===== config.mk =====
export PLATFORM = sky130hd
export DESIGN_NAME = plpc_top
export DESIGN_NICKNAME = d
export VERILOG_FILES = /design/src/rtl/plpc_pkg.sv /design/src/rtl/plpc_led_drive.sv /design/src/rtl/plpc_top.sv
export VERILOG_INCLUDE_DIRS = /design/src /design/src/rtl
export SDC_FILE = /design/constraint.sdc
export NUM_CORES = 1
export LEC_CHECK = 0
export ABC_CLOCK_PERIOD_IN_PS = 2100
export BUFFER_PORTS_ARGS = -buffer_cell sky130_fd_sc_hd__clkbuf_2
export CORE_ASPECT_RATIO = 1.25
export CORE_UTILIZATION = 38
export CTS_CLUSTER_SIZE = 8
export DETAILED_ROUTE_END_ITERATION = 8
export HOLD_SLACK_MARGIN = 0.15
export SYNTH_ARGS = -nofsm -noshare
export SYNTH_HDL_FRONTEND = slang
export SYNTH_HIERARCHICAL = 1
export SYNTH_SLANG_ARGS = --single-unit

===== constraint.sdc =====
create_clock -name clk_sys -period 2.1 [get_ports clk_sys]
set_clock_uncertainty 0.2 [all_clocks]
set_input_delay 0.315 -clock clk_sys [delete_from_list [all_inputs] [get_ports clk_sys]]
set_output_delay 0.315 -clock clk_sys [all_outputs]
set_load 0.005 [all_outputs]

===== src/rtl/plpc_regs.svh =====
// constants of the low-power and status LED controller: offsets, fields, resets, timing
// assumes inclusion by bare name from the modules; the package does not include it
//
// Overview of operation
// - energy-detect power-down enabled by strap or by software setting its control bit
// - silent line for some seconds in normal operation enters energy-detect power-down
// - while powered down, watch energy and pulse both line pairs once per second
// - energy seen while powered down returns to normal and starts normal link pulses
// - powered down gates most clocks, keeps reference, selected clock and management
// - a 125 MHz general clock keeps the clock multiplier running while powered down
// - EEE enabled by strap or by software setting gigabit or fast advertise bits
// - link is EEE capable only when both ends advertise it for the resolved speed
// - MAC requests low-power idle on an EEE link with nothing to send; device enters
// - in low-power idle, wake periodically and send refresh signals
// - in low-power idle, watch for remote wake, gate most clocks, keep reference, selected clock and management
// - wake sequence makes data ready within 16 us gigabit or 20 us fast
// - idle entry and exit drop no frame; resume at the established link speed
// - LED pin pulled to supply at reset selects active-low drive, else active-high
// - by default LED lights on link and blinks on activity
// - writes to the three LED control registers override default LED behaviour
// - LED pin level is sampled as a strap at reset before it is driven
// - clearing software power-down returns to normal and brings links up
`ifndef PLPC_REGS_SVH
`define PLPC_REGS_SVH

// register offsets
`define PLPC_ADDR_CTRL2      16'h0015
`define PLPC_ADDR_LED1       16'h001B
`define PLPC_ADDR_LED2       16'h001C
`define PLPC_ADDR_LED3       16'h001D
`define PLPC_ADDR_EEEADV     16'h8001

// field positions
`define PLPC_BIT_EDPD_EN     3
`define PLPC_BIT_EDPD_STAT   1
`define PLPC_BIT_EEE_FAST    1
`define PLPC_BIT_EEE_GIG     2
`define PLPC_BIT_LED_OVR     0
`define PLPC_LED_MODE_LO     2
`define PLPC_BIT_LED_INV     0

// reset values
`define PLPC_RST_REG         16'h0000

// timing
`define PLPC_CLK_MHZ         40
`define PLPC_MS_US           1000
`define PLPC_SEC_MS          1000
`define PLPC_WAKE_GIG_US     16
`define PLPC_WAKE_FAST_US    20
`define PLPC_WAKE_GIG_CYC    (`PLPC_WAKE_GIG_US * `PLPC_CLK_MHZ)
`define PLPC_WAKE_FAST_CYC   (`PLPC_WAKE_FAST_US * `PLPC_CLK_MHZ)
`define PLPC_MS_CYC          (`PLPC_MS_US * `PLPC_CLK_MHZ)
`define PLPC_SILENCE_S       3
`define PLPC_REFRESH_MS      20
`define PLPC_BLINK_MS        80

`endif


===== src/rtl/plpc_pkg.sv =====
// types of the low-power and status LED controller
// assumes plpc_regs.svh for the numeric constants
package plpc_pkg;
    // power-down mode, one-hot
    typedef enum logic [2:0] {
        PD_NORMAL = 3'b001,
        PD_SOFT   = 3'b010,
        PD_ENERGY = 3'b100
    } plpc_pd_e;

    // EEE transmit state, one-hot
    typedef enum logic [2:0] {
        EE_ACTIVE = 3'b001,
        EE_IDLE   = 3'b010,
        EE_WAKE   = 3'b100
    } plpc_eee_e;

    // one management access
    typedef struct packed {
        logic        wr;
        logic        rd;
        logic [15:0] addr;
        logic [15:0] data;
    } plpc_mgmt_s;

    // LED control register set
    typedef struct packed {
        logic [15:0] first;
        logic [15:0] second;
        logic [15:0] third;
    } plpc_led_cfg_s;
endpackage


===== src/rtl/plpc_led_drive.sv =====
// status LED driver: default link/activity, software override, strap-chosen polarity
// assumes msTick is a one-cycle pulse per millisecond on clk_sys
`timescale 1ns/100ps
`include "plpc_regs.svh"
module plpc_led_drive
    import plpc_pkg::*;
#(
    parameter int BLINK_MS = `PLPC_BLINK_MS
) (
    // clock and reset
    input  wire logic          clk_sys,
    input  wire logic          reset,
    // timing and strap
    input  wire logic          msTick,
    input  wire logic          strapDone,
    input  wire logic          activeLow,
    // link state
    input  wire logic          linkUp,
    input  wire logic          linkActivity,
    input  wire logic          speedGig,
    input  wire logic          duplexFull,
    // configuration
    input  wire plpc_led_cfg_s ledCfg,
    // pin
    output logic               ledOut,
    output logic               ledOe
);
    logic [15:0] blinkCnt;
    logic        blinkPhase;
    logic        actSeen;
    logic        ledOn;

    // blink phase and activity stretch
    always_ff @(posedge clk_sys) begin
        if (reset) begin
            blinkCnt   <= 16'h0000;
            blinkPhase <= 1'b0;
            actSeen    <= 1'b0;
        end else begin
            if (linkActivity) actSeen <= 1'b1;
            if (msTick) begin
                if (blinkCnt == 16'(BLINK_MS - 1)) begin
                    blinkCnt   <= 16'h0000;
                    blinkPhase <= ~blinkPhase;
                    if (blinkPhase && !linkActivity) actSeen <= 1'b0;
                end else begin
                    blinkCnt <= blinkCnt + 16'h0001;
                end
            end
        end
    end

    // lit level from default or override
    always_comb begin
        ledOn = linkUp && !(actSeen && blinkPhase);
        if (ledCfg.first[`PLPC_BIT_LED_OVR]) begin
            case (ledCfg.first[`PLPC_LED_MODE_LO +: 2])
                2'h0:    ledOn = linkUp && !(actSeen && blinkPhase);
                2'h1:    ledOn = linkUp && speedGig;
                2'h2:    ledOn = linkUp;
                default: ledOn = linkUp && duplexFull;
            endcase
            case (ledCfg.second[1:0])
                2'h1:    ledOn = 1'b1;
                2'h2:    ledOn = 1'b0;
                default: ledOn = ledOn;
            endcase
        end
    end

    // pin drive stays off until the strap is caught
    always_ff @(posedge clk_sys) begin
        if (reset) begin
            ledOut <= 1'b0;
            ledOe  <= 1'b0;
        end else begin
            ledOe  <= strapDone;
            ledOut <= ledOn ^ activeLow ^ ledCfg.third[`PLPC_BIT_LED_INV];
        end
    end
endmodule // plpc_led_drive


===== src/rtl/plpc_top.sv =====
// low-power mode control and status LED of the transceiver
// assumes synchronous inputs on clk_sys and a decoded management access port
`timescale 1ns/100ps
`include "plpc_regs.svh"
module plpc_top
    import plpc_pkg::*;
#(
    parameter int MS_CYCLES  = `PLPC_MS_CYC,
    parameter int SEC_MS     = `PLPC_SEC_MS,
    parameter int SILENCE_S  = `PLPC_SILENCE_S,
    parameter int REFRESH_MS = `PLPC_REFRESH_MS,
    parameter int BLINK_MS   = `PLPC_BLINK_MS
) (
    // clock and reset
    input  wire logic       clk_sys,
    input  wire logic       reset,
    // management access
    input  wire plpc_mgmt_s mgmtReq,
    output logic [15:0]     mgmtRdData,
    output logic            mgmtRdValid,
    // strap pins
    input  wire logic       statusLedPinIn,
    input  wire logic       linkStatusPinIn,
    // line and link state
    input  wire logic       softwarePowerdown,
    input  wire logic       lineEnergy,
    input  wire logic       linkUp,
    input  wire logic       speedGig,
    input  wire logic       duplexFull,
    input  wire logic       linkActivity,
    input  wire logic       partnerEeeGig,
    input  wire logic       partnerEeeFast,
    input  wire logic       remoteWake,
    // clock configuration
    input  wire logic       refClkCfgEn,
    input  wire logic       genClkCfgEn,
    input  wire logic       genClk125Sel,
    // MAC side
    input  wire logic       macLpiRequest,
    input  wire logic       macTxPending,
    output logic            lpiActive,
    output logic            dataReady,
    output logic            eeeLink,
    // line pulses
    output logic            linePairAPulse,
    output logic            linePairBPulse,
    output logic            normalPulseEn,
    // power and clocks
    output logic            energyPdActive,
    output logic            clocksGated,
    output logic            cmuEnable,
    output logic            refClkRun,
    output logic            genClkRun,
    output logic            mgmtAvailable,
    // status LED pin
    output logic            statusLedPinOut,
    output logic            statusLedPinOe
);
    plpc_pd_e      pdState;
    plpc_eee_e     eeeState;
    plpc_led_cfg_s ledCfg;
    logic [15:0]   ctrlTwo;
    logic [15:0]   eeeAdv;
    logic          strapDone;
    logic          strapEnergyPd;
    logic          strapEee;
    logic          ledActiveLow;
    logic [31:0]   msCnt;
    logic          msTick;
    logic [15:0]   secCnt;
    logic          secTick;
    logic [15:0]   silenceSec;
    logic [15:0]   refreshCnt;
    logic [15:0]   wakeCnt;
    logic          energyPdEnable;
    logic          localEeeGig;
    logic          localEeeFast;
    logic          next_eeeLink;
    logic          refreshPulse;

    // strap capture one cycle after reset release
    always_ff @(posedge clk_sys) begin
        if (reset) begin
            strapDone     <= 1'b0;
            strapEnergyPd <= 1'b0;
            strapEee      <= 1'b0;
            ledActiveLow  <= 1'b0;
        end else if (!strapDone) begin
            strapDone     <= 1'b1;
            ledActiveLow  <= statusLedPinIn;
            strapEnergyPd <= linkStatusPinIn;
            strapEee      <= statusLedPinIn;
        end
    end

    // millisecond and second enables
    always_ff @(posedge clk_sys) begin
        if (reset) begin
            msCnt   <= 32'h0000_0000;
            msTick  <= 1'b0;
            secCnt  <= 16'h0000;
            secTick <= 1'b0;
        end else begin
            msTick  <= (msCnt == 32'(MS_CYCLES - 1));
            msCnt   <= (msCnt == 32'(MS_CYCLES - 1)) ? 32'h0000_0000 : msCnt + 32'h0000_0001;
            secTick <= 1'b0;
            if (msTick) begin
                secTick <= (secCnt == 16'(SEC_MS - 1));
                secCnt  <= (secCnt == 16'(SEC_MS - 1)) ? 16'h0000 : secCnt + 16'h0001;
            end
        end
    end

    // management register writes
    always_ff @(posedge clk_sys) begin
        if (reset) begin
            ctrlTwo <= `PLPC_RST_REG;
            eeeAdv  <= `PLPC_RST_REG;
            ledCfg  <= {`PLPC_RST_REG, `PLPC_RST_REG, `PLPC_RST_REG};
        end else if (mgmtReq.wr) begin
            case (mgmtReq.addr)
                `PLPC_ADDR_CTRL2:  ctrlTwo       <= mgmtReq.data;
                `PLPC_ADDR_EEEADV: eeeAdv        <= mgmtReq.data;
                `PLPC_ADDR_LED1:   ledCfg.first  <= mgmtReq.data;
                `PLPC_ADDR_LED2:   ledCfg.second <= mgmtReq.data;
                `PLPC_ADDR_LED3:   ledCfg.third  <= mgmtReq.data;
                default:           ctrlTwo       <= ctrlTwo;
            endcase
        end
    end

    // management reads, one cycle later; unmapped reads return zero
    always_ff @(posedge clk_sys) begin
        if (reset) begin
            mgmtRdData  <= 16'h0000;
            mgmtRdValid <= 1'b0;
        end else begin
            mgmtRdValid <= mgmtReq.rd;
            if (mgmtReq.rd) begin
                case (mgmtReq.addr)
                    `PLPC_ADDR_CTRL2: begin
                        mgmtRdData <= ctrlTwo;
                        mgmtRdData[`PLPC_BIT_EDPD_STAT] <= (pdState == PD_ENERGY);
                    end
                    `PLPC_ADDR_EEEADV: mgmtRdData <= eeeAdv;
                    `PLPC_ADDR_LED1:   mgmtRdData <= ledCfg.first;
                    `PLPC_ADDR_LED2:   mgmtRdData <= ledCfg.second;
                    `PLPC_ADDR_LED3:   mgmtRdData <= ledCfg.third;
                    default:           mgmtRdData <= 16'h0000;
                endcase
            end
        end
    end

    // enables from strap or software
    assign energyPdEnable = strapEnergyPd || ctrlTwo[`PLPC_BIT_EDPD_EN];
    assign localEeeGig    = strapEee || eeeAdv[`PLPC_BIT_EEE_GIG];
    assign localEeeFast   = strapEee || eeeAdv[`PLPC_BIT_EEE_FAST];
    assign next_eeeLink   = linkUp && (speedGig ? (localEeeGig && partnerEeeGig)
                                                : (localEeeFast && partnerEeeFast));

    // power-down mode sequence
    always_ff @(posedge clk_sys) begin
        if (reset) begin
            pdState <= PD_NORMAL;
        end else begin
            case (pdState)
                PD_NORMAL: begin
                    if (softwarePowerdown) pdState <= PD_SOFT;
                    else if (energyPdEnable && !lineEnergy &&
                             silenceSec >= 16'(SILENCE_S)) pdState <= PD_ENERGY;
                end
                PD_SOFT: begin
                    if (!softwarePowerdown) pdState <= PD_NORMAL;
                end
                PD_ENERGY: begin
                    if (softwarePowerdown) pdState <= PD_SOFT;
                    else if (lineEnergy || !energyPdEnable) pdState <= PD_NORMAL;
                end
                default: pdState <= PD_NORMAL;
            endcase
        end
    end

    // seconds of silence seen in normal operation
    always_ff @(posedge clk_sys) begin
        if (reset) begin
            silenceSec <= 16'h0000;
        end else if (pdState != PD_NORMAL || lineEnergy) begin
            silenceSec <= 16'h0000;
        end else if (secTick && silenceSec != 16'hFFFF) begin
            silenceSec <= silenceSec + 16'h0001;
        end
    end

    // line pulses and mode outputs
    always_ff @(posedge clk_sys) begin
        if (reset) begin
            linePairAPulse <= 1'b0;
            linePairBPulse <= 1'b0;
            normalPulseEn  <= 1'b0;
            energyPdActive <= 1'b0;
            clocksGated    <= 1'b0;
            cmuEnable      <= 1'b0;
            refClkRun      <= 1'b0;
            genClkRun      <= 1'b0;
            mgmtAvailable  <= 1'b0;
        end else begin
            linePairAPulse <= ((pdState == PD_ENERGY) && secTick) || refreshPulse;
            linePairBPulse <= ((pdState == PD_ENERGY) && secTick) || refreshPulse;
            normalPulseEn  <= (pdState == PD_NORMAL);
            energyPdActive <= (pdState == PD_ENERGY);
            clocksGated    <= (pdState != PD_NORMAL) || (eeeState == EE_IDLE);
            cmuEnable      <= ((pdState == PD_NORMAL) && (eeeState != EE_IDLE))
                              || (genClkCfgEn && genClk125Sel);
            refClkRun      <= refClkCfgEn;
            genClkRun      <= genClkCfgEn;
            mgmtAvailable  <= 1'b1;
        end
    end

    // EEE low-power idle sequence; idle is taken only with nothing pending
    always_ff @(posedge clk_sys) begin
        if (reset) begin
            eeeState <= EE_ACTIVE;
        end else if (!next_eeeLink || pdState != PD_NORMAL) begin
            eeeState <= EE_ACTIVE;
        end else begin
            case (eeeState)
                EE_ACTIVE: begin
                    if (macLpiRequest && !macTxPending) eeeState <= EE_IDLE;
                end
                EE_IDLE: begin
                    if (!macLpiRequest || macTxPending || remoteWake)
                        eeeState <= EE_WAKE;
                end
                EE_WAKE: begin
                    if (wakeCnt == 16'h0000) eeeState <= EE_ACTIVE;
                end
                default: eeeState <= EE_ACTIVE;
            endcase
        end
    end

    // wake countdown for the resolved speed
    always_ff @(posedge clk_sys) begin
        if (reset) begin
            wakeCnt <= 16'h0000;
        end else if (eeeState != EE_WAKE) begin
            wakeCnt <= speedGig ? 16'(`PLPC_WAKE_GIG_CYC - 2)
                                : 16'(`PLPC_WAKE_FAST_CYC - 2);
        end else if (wakeCnt != 16'h0000) begin
            wakeCnt <= wakeCnt - 16'h0001;
        end
    end

    // refresh spacing and EEE outputs
    always_ff @(posedge clk_sys) begin
        if (reset) begin
            refreshCnt <= 16'h0000;
            lpiActive  <= 1'b0;
            dataReady  <= 1'b0;
            eeeLink    <= 1'b0;
        end else begin
            eeeLink   <= next_eeeLink;
            lpiActive <= (eeeState == EE_IDLE);
            dataReady <= linkUp && (pdState == PD_NORMAL) && (eeeState == EE_ACTIVE);
            if (eeeState != EE_IDLE) refreshCnt <= 16'h0000;
            else if (msTick) begin
                refreshCnt <= (refreshCnt == 16'(REFRESH_MS - 1)) ? 16'h0000
                                                                  : refreshCnt + 16'h0001;
            end
        end
    end

    // refresh signal once per refresh interval, sent on both pairs
    always_ff @(posedge clk_sys) begin
        if (reset) refreshPulse <= 1'b0;
        else refreshPulse <= (eeeState == EE_IDLE) && msTick &&
                             (refreshCnt == 16'(REFRESH_MS - 1));
    end

    // status LED
    plpc_led_drive #(
        .BLINK_MS     (BLINK_MS)
    ) u_led (
        .clk_sys      (clk_sys),
        .reset        (reset),
        .msTick       (msTick),
        .strapDone    (strapDone),
        .activeLow    (ledActiveLow),
        .linkUp       (linkUp),
        .linkActivity (linkActivity),
        .speedGig     (speedGig),
        .duplexFull   (duplexFull),
        .ledCfg       (ledCfg),
        .ledOut       (statusLedPinOut),
        .ledOe        (statusLedPinOe)
    );
endmodule // plpc_top


After elaboration in Yosys (flattened, before gate mapping)
Cells that the tools add are included.
{"block": "classes", "addsub": 6, "order_cmp": 1, "n_eq_ne": 29, "mux": 26, "bitwise": 4, "reduce_logical": 54}
{"operator": "$eq A16 B5 Y1 const B", "count": 5}
{"operator": "$mux W16", "count": 5}
{"operator": "$pmux W16 S5", "count": 1}
{"operator": "$add A16 B1 Y16 const B", "count": 4}
{"operator": "$add A32 B1 Y32 const B", "count": 1}
{"operator": "$eq A32 B16 Y1 const B", "count": 1}
{"operator": "$mux W3", "count": 8}
{"operator": "$logic_and A1 B1 Y1", "count": 19}
{"operator": "$pmux W3 S3", "count": 2}
{"operator": "$eq A16 B10 Y1 const B", "count": 1}
{"operator": "$eq A16 B16 Y1 const B", "count": 1}
{"operator": "$eq A16 B7 Y1 const B", "count": 1}
{"operator": "$ge A16 B2 Y1 const B", "count": 1}
{"operator": "$logic_not A16 Y1", "count": 1}
{"operator": "$ne A16 B16 Y1 const B", "count": 1}
{"operator": "$reduce_bool A16 Y1", "count": 1}
{"operator": "$sub A16 B1 Y16 const B", "count": 1}
{"operator": "$reduce_and A2 Y1", "count": 6}
{"operator": "$logic_or A1 B1 Y1", "count": 11}
{"operator": "$reduce_or A2 Y1", "count": 5}
{"operator": "$mux W9", "count": 1}
{"operator": "$ne A2 B2 Y1 const B", "count": 4}
{"operator": "$logic_not A1 Y1", "count": 7}
{"operator": "$mux W1", "count": 7}
{"operator": "other kinds (15)", "count": 25}
{"block": "word_totals", "regBits": 235, "input_bits": 52, "word_cells": 155}

Logic depth before layout (Yosys ltp)
Gate-level depths: netlist of run 1.
{"block": "logic_depth", "depth_word": 8, "depth_mapped": 7, "mapped_depth_nobuf": 6}

Cells and area by module
The synthesis of run 1 kept the hierarchy.
{"module": "plpc_top", "n_inst": 1, "cells_each": 1174, "area_per_inst_um2": 9974.6}
{"module": "plpc_led_drive", "n_inst": 1, "cells_each": 110, "area_per_inst_um2": 963.4}

Worst setup path before layout of run 1
No wires, ideal clock.
{"block": "synth_path", "kind": "reg2reg", "start": "register silenceSec[0]", "end": "register silenceSec[10]", "arrival_ps": 1781, "slack_ps": 49, "stages_incl_launch_ff": 7, "cell_sequence": "dfxtp_1 -> ha_1 -> nand3_2 -> or3_1 -> clkbuf_1 -> or4_1 -> a21oi_1"}
{"block": "synth_via", "elab_chain_cells": 2, "word_cells_on_any_way": 3}
{"element": "start, declared", "line_no": "plpc_top.sv:72", "rtl": "logic [15:0] silenceSec;"}
{"element": "start signal, assigned", "line_no": "plpc_top.sv:192", "rtl": "silenceSec <= silenceSec + 16'h0001;"}
{"element": "branches (longest 2 deep; another with $add A16 B1 Y16)"}
Several ways; the timed one is not identified.
A chain may end at the register's enable or synchronous reset.

Worst setup path after layout of run 1
{"block": "layout_path", "start": "input port genClkCfgEn", "end": "register cmuEnable"}
{"block": "layout_via", "elab_chain_cells": 2}
{"element": "start, declared", "line_no": "plpc_top.sv:36", "rtl": "input wire logic genClkCfgEn,"}
{"element": "$logic_and A1 B1 Y1", "line_no": "plpc_top.sv:215", "rtl": "|| (genClkCfgEn && genClk125Sel);"}
{"element": "$logic_or A1 B1 Y1", "line_no": "plpc_top.sv:215"}
{"element": "end signal, assigned", "line_no": "plpc_top.sv:214", "rtl": "cmuEnable <= ((pdState == PD_NORMAL) && (eeeState != EE_IDLE))"}
{"element": "end, declared", "line_no": "plpc_top.sv:51", "rtl": "output logic cmuEnable,"}
No other way between the ends.

==> impl.org, run 1 <==
** Layout
- The final layout contains 1501 nets.
- Antenna diode count :: 0
- Final design utilization :: 0.482
- After filler insertion, the fill cell instance count of the layout stands at around 2700.
- Register Area :: 4690 sq um
- Area of the multi-input gates :: about 5900 sq um
- Share of layout cells above drive strength 1 :: 0.165
- Fin area :: 13700 sq um
- Synthesis-to-finish area growth :: 25.0%

** Critical path
- CP endpoint kind :: flip-flop
- Counting buffers and inverters, the worst setup path is 6 cells deep.
- Worst R2R End :: secCnt[6]
- In this run the critical register-to-register path is launched from secCnt[15].
- Largest stage delay on the critical path :: 570 ps
- Required time reported for the critical path endpoint :: 2270 ps
- Cell with the most instances on the worst path :: sky130_fd_sc_hd__dlygate4sd3_1
- Largest driver fanout on the critical path :: 2
- The critical path is of the primary input to flip-flop type.
- Critical path buffer and inverter count :: 4
- R2R setup slack :: 90 ps
- The slowest stage of the critical path belongs to the cell sky130_fd_sc_hd__dlygate4sd3_1.
- For the worst flop-to-flop path, the logic depth is 5.
- Setup crit start kind :: primary input
- Worst path top cell family by delay :: buffers and inverters
- Traced cell by cell, the critical path runs through dlygate4sd3_1 -> clkbuf_2 -> nand2_1 -> dlygate4sd3_1 -> a21oi_1 -> dlygate4sd3_1.
- At the worst endpoint, the arrival time is roughly 2200 ps.

** Drt
- DRT Wirelength :: 27.7 mm
- Summing over every cut layer, the via total after detailed routing is between 9000 and 10000.
- Dividing the detail-routed wire length by the instance count gives 15.4 um.
- Before antenna repair, the detailed router went through 5 iterations.
- For this run, design rule violations remaining after detail routing come to 0.
- For this block, the initial DRC count from the detailed router was between 600 and 700.
- Avg Vias per Cell :: 5.55
- Number of nets with antenna violations after detailed routing :: 0

** Floorplanning
- Row Count :: 69
- In this run the standard cell core region covers 28400 sq um.
- Count of pins on the block boundary :: 83
- Starting density of the core :: 0.385
- Height of the die :: 192 um
- Die X :: 154 um
- DIE AREA :: 29500 sq um

** Synth
- Yosys attributes the largest share of cell area to sky130_fd_sc_hd__dfxtp_1 (43%), sky130_fd_sc_hd__a21oi_1 (5.9%), sky130_fd_sc_hd__nand4_1 (4.9%), sky130_fd_sc_hd__o21ai_0 (3.9%), sky130_fd_sc_hd__mux2i_1 (3.8%).
- For this run, the number of Yosys warnings is 6.
- Of the synthesized area, sequential elements account for 0.428.
- In this run the mean area of a mapped cell was 8.52 sq um.
- By count the netlist is led by sky130_fd_sc_hd__dfxtp_1 (234), sky130_fd_sc_hd__a21oi_1 (128), sky130_fd_sc_hd__nand2_1 (104), sky130_fd_sc_hd__nand4_1 (86), sky130_fd_sc_hd__o21ai_0 (86).
- Yosys cell types :: between 60 and 70
- After synthesis the cells add up to approximately 11000 sq um.
- In this run, synthesis produced a sequential element count of 234.
- Yosys mapped a number of flops with a built-in enable equal to 0.
- Of all cell types, the one taking the most synthesized area is sky130_fd_sc_hd__dfxtp_1.
- Of the post-synthesis cell area, the dominant cell type holds 0.428.
- Synth Net Count :: roughly 1300
- Most frequent cell after synthesis :: sky130_fd_sc_hd__dfxtp_1
- Commonest register cell after synthesis :: sky130_fd_sc_hd__dfxtp_1
- Synthesis handed over a netlist of 1284 instances.
- Of all flip-flops after synthesis, the portion carrying an async set or reset was 0.

** Pwr
- Switching power as a share of total power :: 0.225
- The share of total power dissipated in the clock network is 0.493.
- Max VDD drop :: 0.443 mV
- Switching power of the nets :: 2.25 mW
- Leakage :: just over 5 nW
- Reg power frac :: 0.452
- Of the total power, combinational logic draws 0.055.
- Internal power consumption :: 7.74 mW
- Power spread over the standard cell area amounts to 730 nW/um^2.

** Place
- After detailed placement, the total cell area comes to 12300 sq um.
- Input and output buffers added on the ports amount to 82.
- Post-detailed-placement half-perimeter wirelength :: 18.4 mm
- The congestion estimate from routability-driven global placement came to 0.829.

** Run status
- Outcome :: finished clean

** Timing
- For the pin with the worst max-slew slack, the measured transition is 593 ps.
- Setup violations remaining at the end of the flow were counted as 0.
- Post-layout minimum cycle time :: 2060 ps
- Aggregate negative setup slack :: 0 ps
- Derived from the worst setup path, the maximum achievable clock frequency is between 400 and 500 MHz.
- Number of hold-slack violations in the final timing report :: 0
- Setup repair after global routing could not meet its margin everywhere.
- Headroom to the max-slew limit came out at 0.605.
- In the finished design, the share of the clock period the worst path needs comes to 0.980.
- The count of final max-slew check failures came to 0.

** CTS
- The longest clock path from root to sink contains 3 buffers.
- The number of clock buffers added by TritonCTS is 35.
- TritonCTS clock tree :: done
- Cell at the root of the clock tree :: sky130_fd_sc_hd__clkbuf_16
- Clock transition at the register clock pins on the worst setup and hold paths after CTS :: 50 ps
- Clock net sink count :: 234
- Count of H-tree levels built during CTS :: 2
- Worst skew pair latency :: just over 500 ps

** Global routing
- Entering global routing, the biggest net connects 70 pins.
- Initial antenna violation count :: 1
- The first global-routing pass estimated 45.8 mm of wire.
- Overflow left after global routing :: 0
- Across every metal layer, demand over resource in global routing totals 0.186.
- Vias in the first global route :: 9166

** Run
- Reported max-cap violation count :: 0

** Min path
- Counting instances, the worst hold path has a depth of 5.
- In this run the most critical hold path is launched from duplexFull.
- Class of the worst hold path :: primary input to flip-flop
- The worst hold path terminates at u_led/ledOut.
## cell usage in the layout (no fill, tap or decap), types with 33 or more instances in the layout
master,count
sky130_fd_sc_hd__mux2i_1,41
sky130_fd_sc_hd__nor4_1,33
sky130_fd_sc_hd__nor2_1,85
sky130_fd_sc_hd__nand2_1,104
sky130_fd_sc_hd__o21ai_0,86
sky130_fd_sc_hd__nand4_1,86
sky130_fd_sc_hd__clkbuf_16,36
sky130_fd_sc_hd__dlygate4sd3_1,39
sky130_fd_sc_hd__a21oi_1,128
sky130_fd_sc_hd__buf_4,74
sky130_fd_sc_hd__clkbuf_2,81
sky130_fd_sc_hd__dfxtp_1,233
## worst reg2reg max path, delay by kind of cell, from the launching register on
family | cells | cell delay, ps
AND/OR/NAND/NOR | 4 | 1230
buffers and inverters | 1 | 160
flip-flops | 1 | 310
## metal layers
layer  part of all wire  vias to the layer above  wire length, um  global-route usage
met5            0.00061                        -               17                   0
met4              0.021                        2              585              0.0685
met3              0.039                       50             1070              0.0314
met2               0.49                      202            13500               0.315
met1               0.45                     4680            12600               0.237
li1                   -                     5051                -                   -
## power by group through the flow
stage,clock network [mW],registers (mW),logic (mW)
6_report,4.92,4.51,0.553
5_1_grt,5.24,4.51,0.601
4_1_cts,5.05,4.51,0.544
3_5_place_dp,0,4.60,0.485
3_3_place_gp,0,4.60,0.484
2_1_floorplan,0,4.59,0.253
## timing repair
item                       4_1_cts  5_1_grt
setup endpoints to repair        0       40
setup buffers                    0        0
hold buffers                    40        0
resized for setup                0       12
hold endpoints to repair       102        0
## state kept, by name, indices dropped and copies added, names as in the netlist, 3 cells and up
name and flops:
secCnt 16, msCnt 32, pdState 3, silenceSec 16, eeeAdv 16, ctrlTwo 15, mgmtRdData 16, wakeCnt 16
eeeState 3, ledCfg 48, refreshCnt 16, u_led/blinkCnt 16
## metrics by stage
| stage | power (mW) | cells | setup WS (ps) | hold WS [ps] |
|---|---|---|---|---|
| final | 9.99 | 1799 | 42.9 | 172 |
| after global routing | 10.4 | 1799 | -6.32 | 249 |
| after CTS | 10.1 | 1798 | 9.96 | 161 |
| after detailed placement | 5.09 | 1719 | 36.6 | 226 |
| after global placement | 5.08 | 1719 | 111 | 223 |
| after floorplan | 4.85 | 1284 | 48.9 | 184 |
## kinds of logic after synthesis
kind of cell | Yosys count | synth area share
DFF | 234 | 0.428
buffers and inverters | 109 | 0.0412
muxes | 42 | 0.0385
and+or+nand+nor | 537 | 0.278
AOI/OAI and AO/OA | 301 | 0.163
xor gates and xnor gates | 54 | 0.0432
adders and majority gates | 7 | 0.00801
## area by class of cell
cell class	instances	share of cell area
Clock inverter	3	0.00247
Timing Repair Buffer	212	0.122
Multi-Input combinational cell	941	0.429
Sequential cell	234	0.343
Tap cell	355	0.0325
Inverter	18	0.00494
Clock buffer	36	0.0659
## worst max-delay path by stage
stage | from | endpoint | slack [ps]
floorplan | silenceSec[0] | silenceSec[10] | 50
global placement | mgmtReq[21] | ctrlTwo[7] | 110
detailed placement | mgmtReq[21] | ctrlTwo[12] | 40
CTS | speedGig | eeeState[2] | 10
global route | silenceSec[0] | silenceSec[10] | -6
finish | genClkCfgEn | cmuEnable | 40
Note: power is estimated with default switching activity, not from simulation.
==> run 2, diff against run 1 <==
Settings changed: PLACE_DENSITY_LB_ADDON set to 0.25.
==> impl.org, run 2 (synthesized netlist as in run 1, its figures left out) <==
** Run status
- Outcome: finished clean (unchanged).

** Global routing
- Total track usage :: 0.189 (was 0.186)
- Global-route wire length before repair :: 46.7 mm (was 45.8 mm)
- Overflow left after global routing :: 0 (unchanged)
- Maximum number of pins on one net before global-route repair :: 64 (was 70)
- The via count of the first global-routing pass is 9498 (was 9166).
- The number of antenna violations at the first check in global routing was 0 (was 1).

** Critical path
- The highest net fanout along the worst path came to 10 (was 2).
- The reg-to-reg critical path endpoint is u_led/blinkCnt[15] (was secCnt[6]).
- Sequence of cells on the critical path :: nand4_4 -> or3_1 -> or4b_1 -> a21oi_1 (was dlygate4sd3_1 -> clkbuf_2 -> nand2_1 -> dlygate4sd3_1 -> a21oi_1 -> dlygate4sd3_1)
- Largest stage delay on the critical path :: 480 ps (was 570 ps)
- The critical register-to-register path startpoint is msTick (was secCnt[15]).
- Crit path arrival time :: 2230 ps (about the same)
- Slowest cell on the critical path :: sky130_fd_sc_hd__dfxtp_1 (was sky130_fd_sc_hd__dlygate4sd3_1)
- CP endpoint kind :: flip-flop (unchanged)
- The kind of start point of the critical path was a flip-flop (was primary input).
- The setup slack of the worst register-to-register path came to 110 ps (was 90 ps).
- The cell count of the worst reg-to-reg path is 4 (was 5).
- The critical path data required time was 2330 ps (was 2270 ps).
- The kind of critical path is flip-flop to flip-flop (was primary input to flip-flop).

** Floorplanning
- Die X :: 154 um (unchanged)
- CORE AREA :: 28400 sq um (unchanged)
- Count of pins on the block boundary :: 83 (unchanged)
- The number of standard-cell rows in the floorplan came to 69 (unchanged).
- DIE AREA :: 29500 sq um (unchanged)
- The starting density of the core is 0.385 (unchanged).
- The die height came to 192 um (unchanged).

** Run
- The max-cap violation count is 0 (unchanged).

** Min path
- Origin of the worst min-delay path :: mgmtReq[31] (was duplexFull)
- The kind of path behind the tightest hold check is primary input to flip-flop (unchanged).
- The count of cells along the worst hold path came to 4 (was 5).
- Worst-case hold path end point :: mgmtRdData[1] (was u_led/ledOut)

** Timing
- Max Transition Viols Final :: 0 (unchanged)
- The transition time at the pin with the least slew margin came to 599 ps (was 593 ps).
- The maximum achievable frequency was 502 MHz (was 486 MHz).
- Post-route worst hold slack :: 199 ps (was 172 ps)
- Setup repair after global routing missed its margin: no (was yes).
- The time the worst path needs with I/O delays and setup is 1990 ps (was 2060 ps).
- Number of hold-slack violations in the final timing report :: 0 (unchanged)
- The period utilization came to 0.949 (was 0.980).
- The total negative slack for setup checks came to 0 ps (unchanged).
- Remaining max-slew budget at the tightest pin :: 0.600 (was 0.605)
- Final setup violating endpoints :: 0 (unchanged)

** Layout
- The most common cell after layout, fill and taps aside is sky130_fd_sc_hd__dfxtp_1 (unchanged).
- Biggest regs: ledCfg: 48 flops, msCnt: 32 flops (unchanged).
- Leading cell types in the layout, fill and taps excluded :: sky130_fd_sc_hd__dfxtp_1 (233), sky130_fd_sc_hd__a21oi_1 (128), sky130_fd_sc_hd__nand2_1 (104) (unchanged)
- Number of nets at the end of the flow :: 1495 (was 1501)
- Register ranked first by flip-flop count :: ledCfg (unchanged)
- The fraction of final layout cells sized beyond drive strength 1 came to 0.161 (was 0.165).
- The number of inserted diodes is 0 (unchanged).
- Synthesis-to-finish area growth :: 24.1% (was 25.0%)
- The flip-flop count of the largest register, all copies and words added is 48 (unchanged).

** CTS
- Clock net sink count :: 234 (unchanged)
- TritonCTS clock tree :: done (unchanged)
- Setup Buffers After CTS :: 0 (unchanged)
- The clock buffer count from CTS came to 35 (unchanged).
- The clock-pin transition on the worst setup and hold timing paths is 50 ps (about the same).
- The count of H-tree levels built during CTS is 2 (unchanged).
- The clock root buffer master is sky130_fd_sc_hd__clkbuf_16 (unchanged).
- Worst skew pair latency :: 510 ps (about the same)
- Clock Path Buffers :: 3 (unchanged)

** Drt
- The average vias per placed instance was 5.60 (was 5.55).
- First-pass DRT Iterations :: 4 (was 5)
- The total vias in the final route is 10053 (was 9985).
- Number of nets with antenna violations after detailed routing :: 0 (unchanged)
- The post-route DRC violation count is 0 (unchanged).
- The detailed-route wire length per cell came to 15.7 um (was 15.4 um).
- The total wire length after detailed routing was 28.1 mm (was 27.7 mm).
- The starting DRC count in detailed routing is 523 (was 641).

** Pwr
- The power density over the cells was 733 nW/um^2 (was 730 nW/um^2).
- Leakage :: 4.96 nW (was 5.04 nW)
- Overall power :: 9.94 mW (was 9.99 mW)
- Max VDD drop :: 0.439 mV (was 0.443 mV)

** Place
- Routability cong. :: 0.804 (was 0.829)
- Post-detailed-placement half-perimeter wirelength :: 18.6 mm (was 18.4 mm)
- The number of buffer cells added on primary ports came to 82 (unchanged).
[run 2: where the power goes]
group / switching (mW) / total, mW / internal, mW
Sequential: 0.0298 / 4.52 / 4.49
Combinational: 0.321 / 0.548 / 0.227
Clock: 1.93 / 4.88 / 2.95
Total: 2.28 / 9.94 / 7.66
[run 2: cell type report]
| cell class | instances | area (sq um) |
|---|---|---|
| timing repair buffer | 206 | 1610 |
| inverter | 18 | 67.6 |
| sequential | 234 | 4690 |
| clock buffer | 36 | 880 |
| clock inverter | 4 | 33.8 |
| multi-input combinational | 941 | 5850 |
| fill | 2761 | 14800 |
| tap | 355 | 444 |
[run 2: worst max-delay path by stage]
stage                  startpoint                 end
finish                     msTick  u_led/blinkCnt[15]
global route           wakeCnt[0]         wakeCnt[10]
floorplan           silenceSec[0]      silenceSec[10]
CTS                      speedGig         eeeState[2]
detailed placement    mgmtReq[25]         ctrlTwo[11]
global placement      mgmtReq[21]          ctrlTwo[7]
[run 2: worst max-delay path, delay by kind of cell (launching register included)]
family | cells | cell delay (ps)
AOI/OAI and AO/OA | 1 | 140
DFF | 1 | 480
and+or+nand+nor | 3 | 1100
[run 2: timing repair]
action                     CTS  global route
hold endpoints to repair   102             1
setup endpoints to repair    0            10
hold buffers                38             1
resized for setup            0             6
[run 2: metal layers]
| metal | global-route usage | share of wire |
|---|---|---|
| met1 | 0.236 | 0.46 |
| met2 | 0.329 | 0.48 |
| met3 | 0.0266 | 0.033 |
| met4 | 0.0719 | 0.026 |
| met5 | 0 | 0 |
[run 2: per-stage QoR]
stage               worst slack, ps  area (sq um)  utilization  cells
floorplan                      48.9         10900            -   1284
global placement               90.4         12300        0.431   1716
detailed placement             24.0         12300        0.431   1716
CTS                            8.28         13500        0.477   1794
global route                   4.10         13600        0.478   1794
finish                          106         13600        0.478   1794
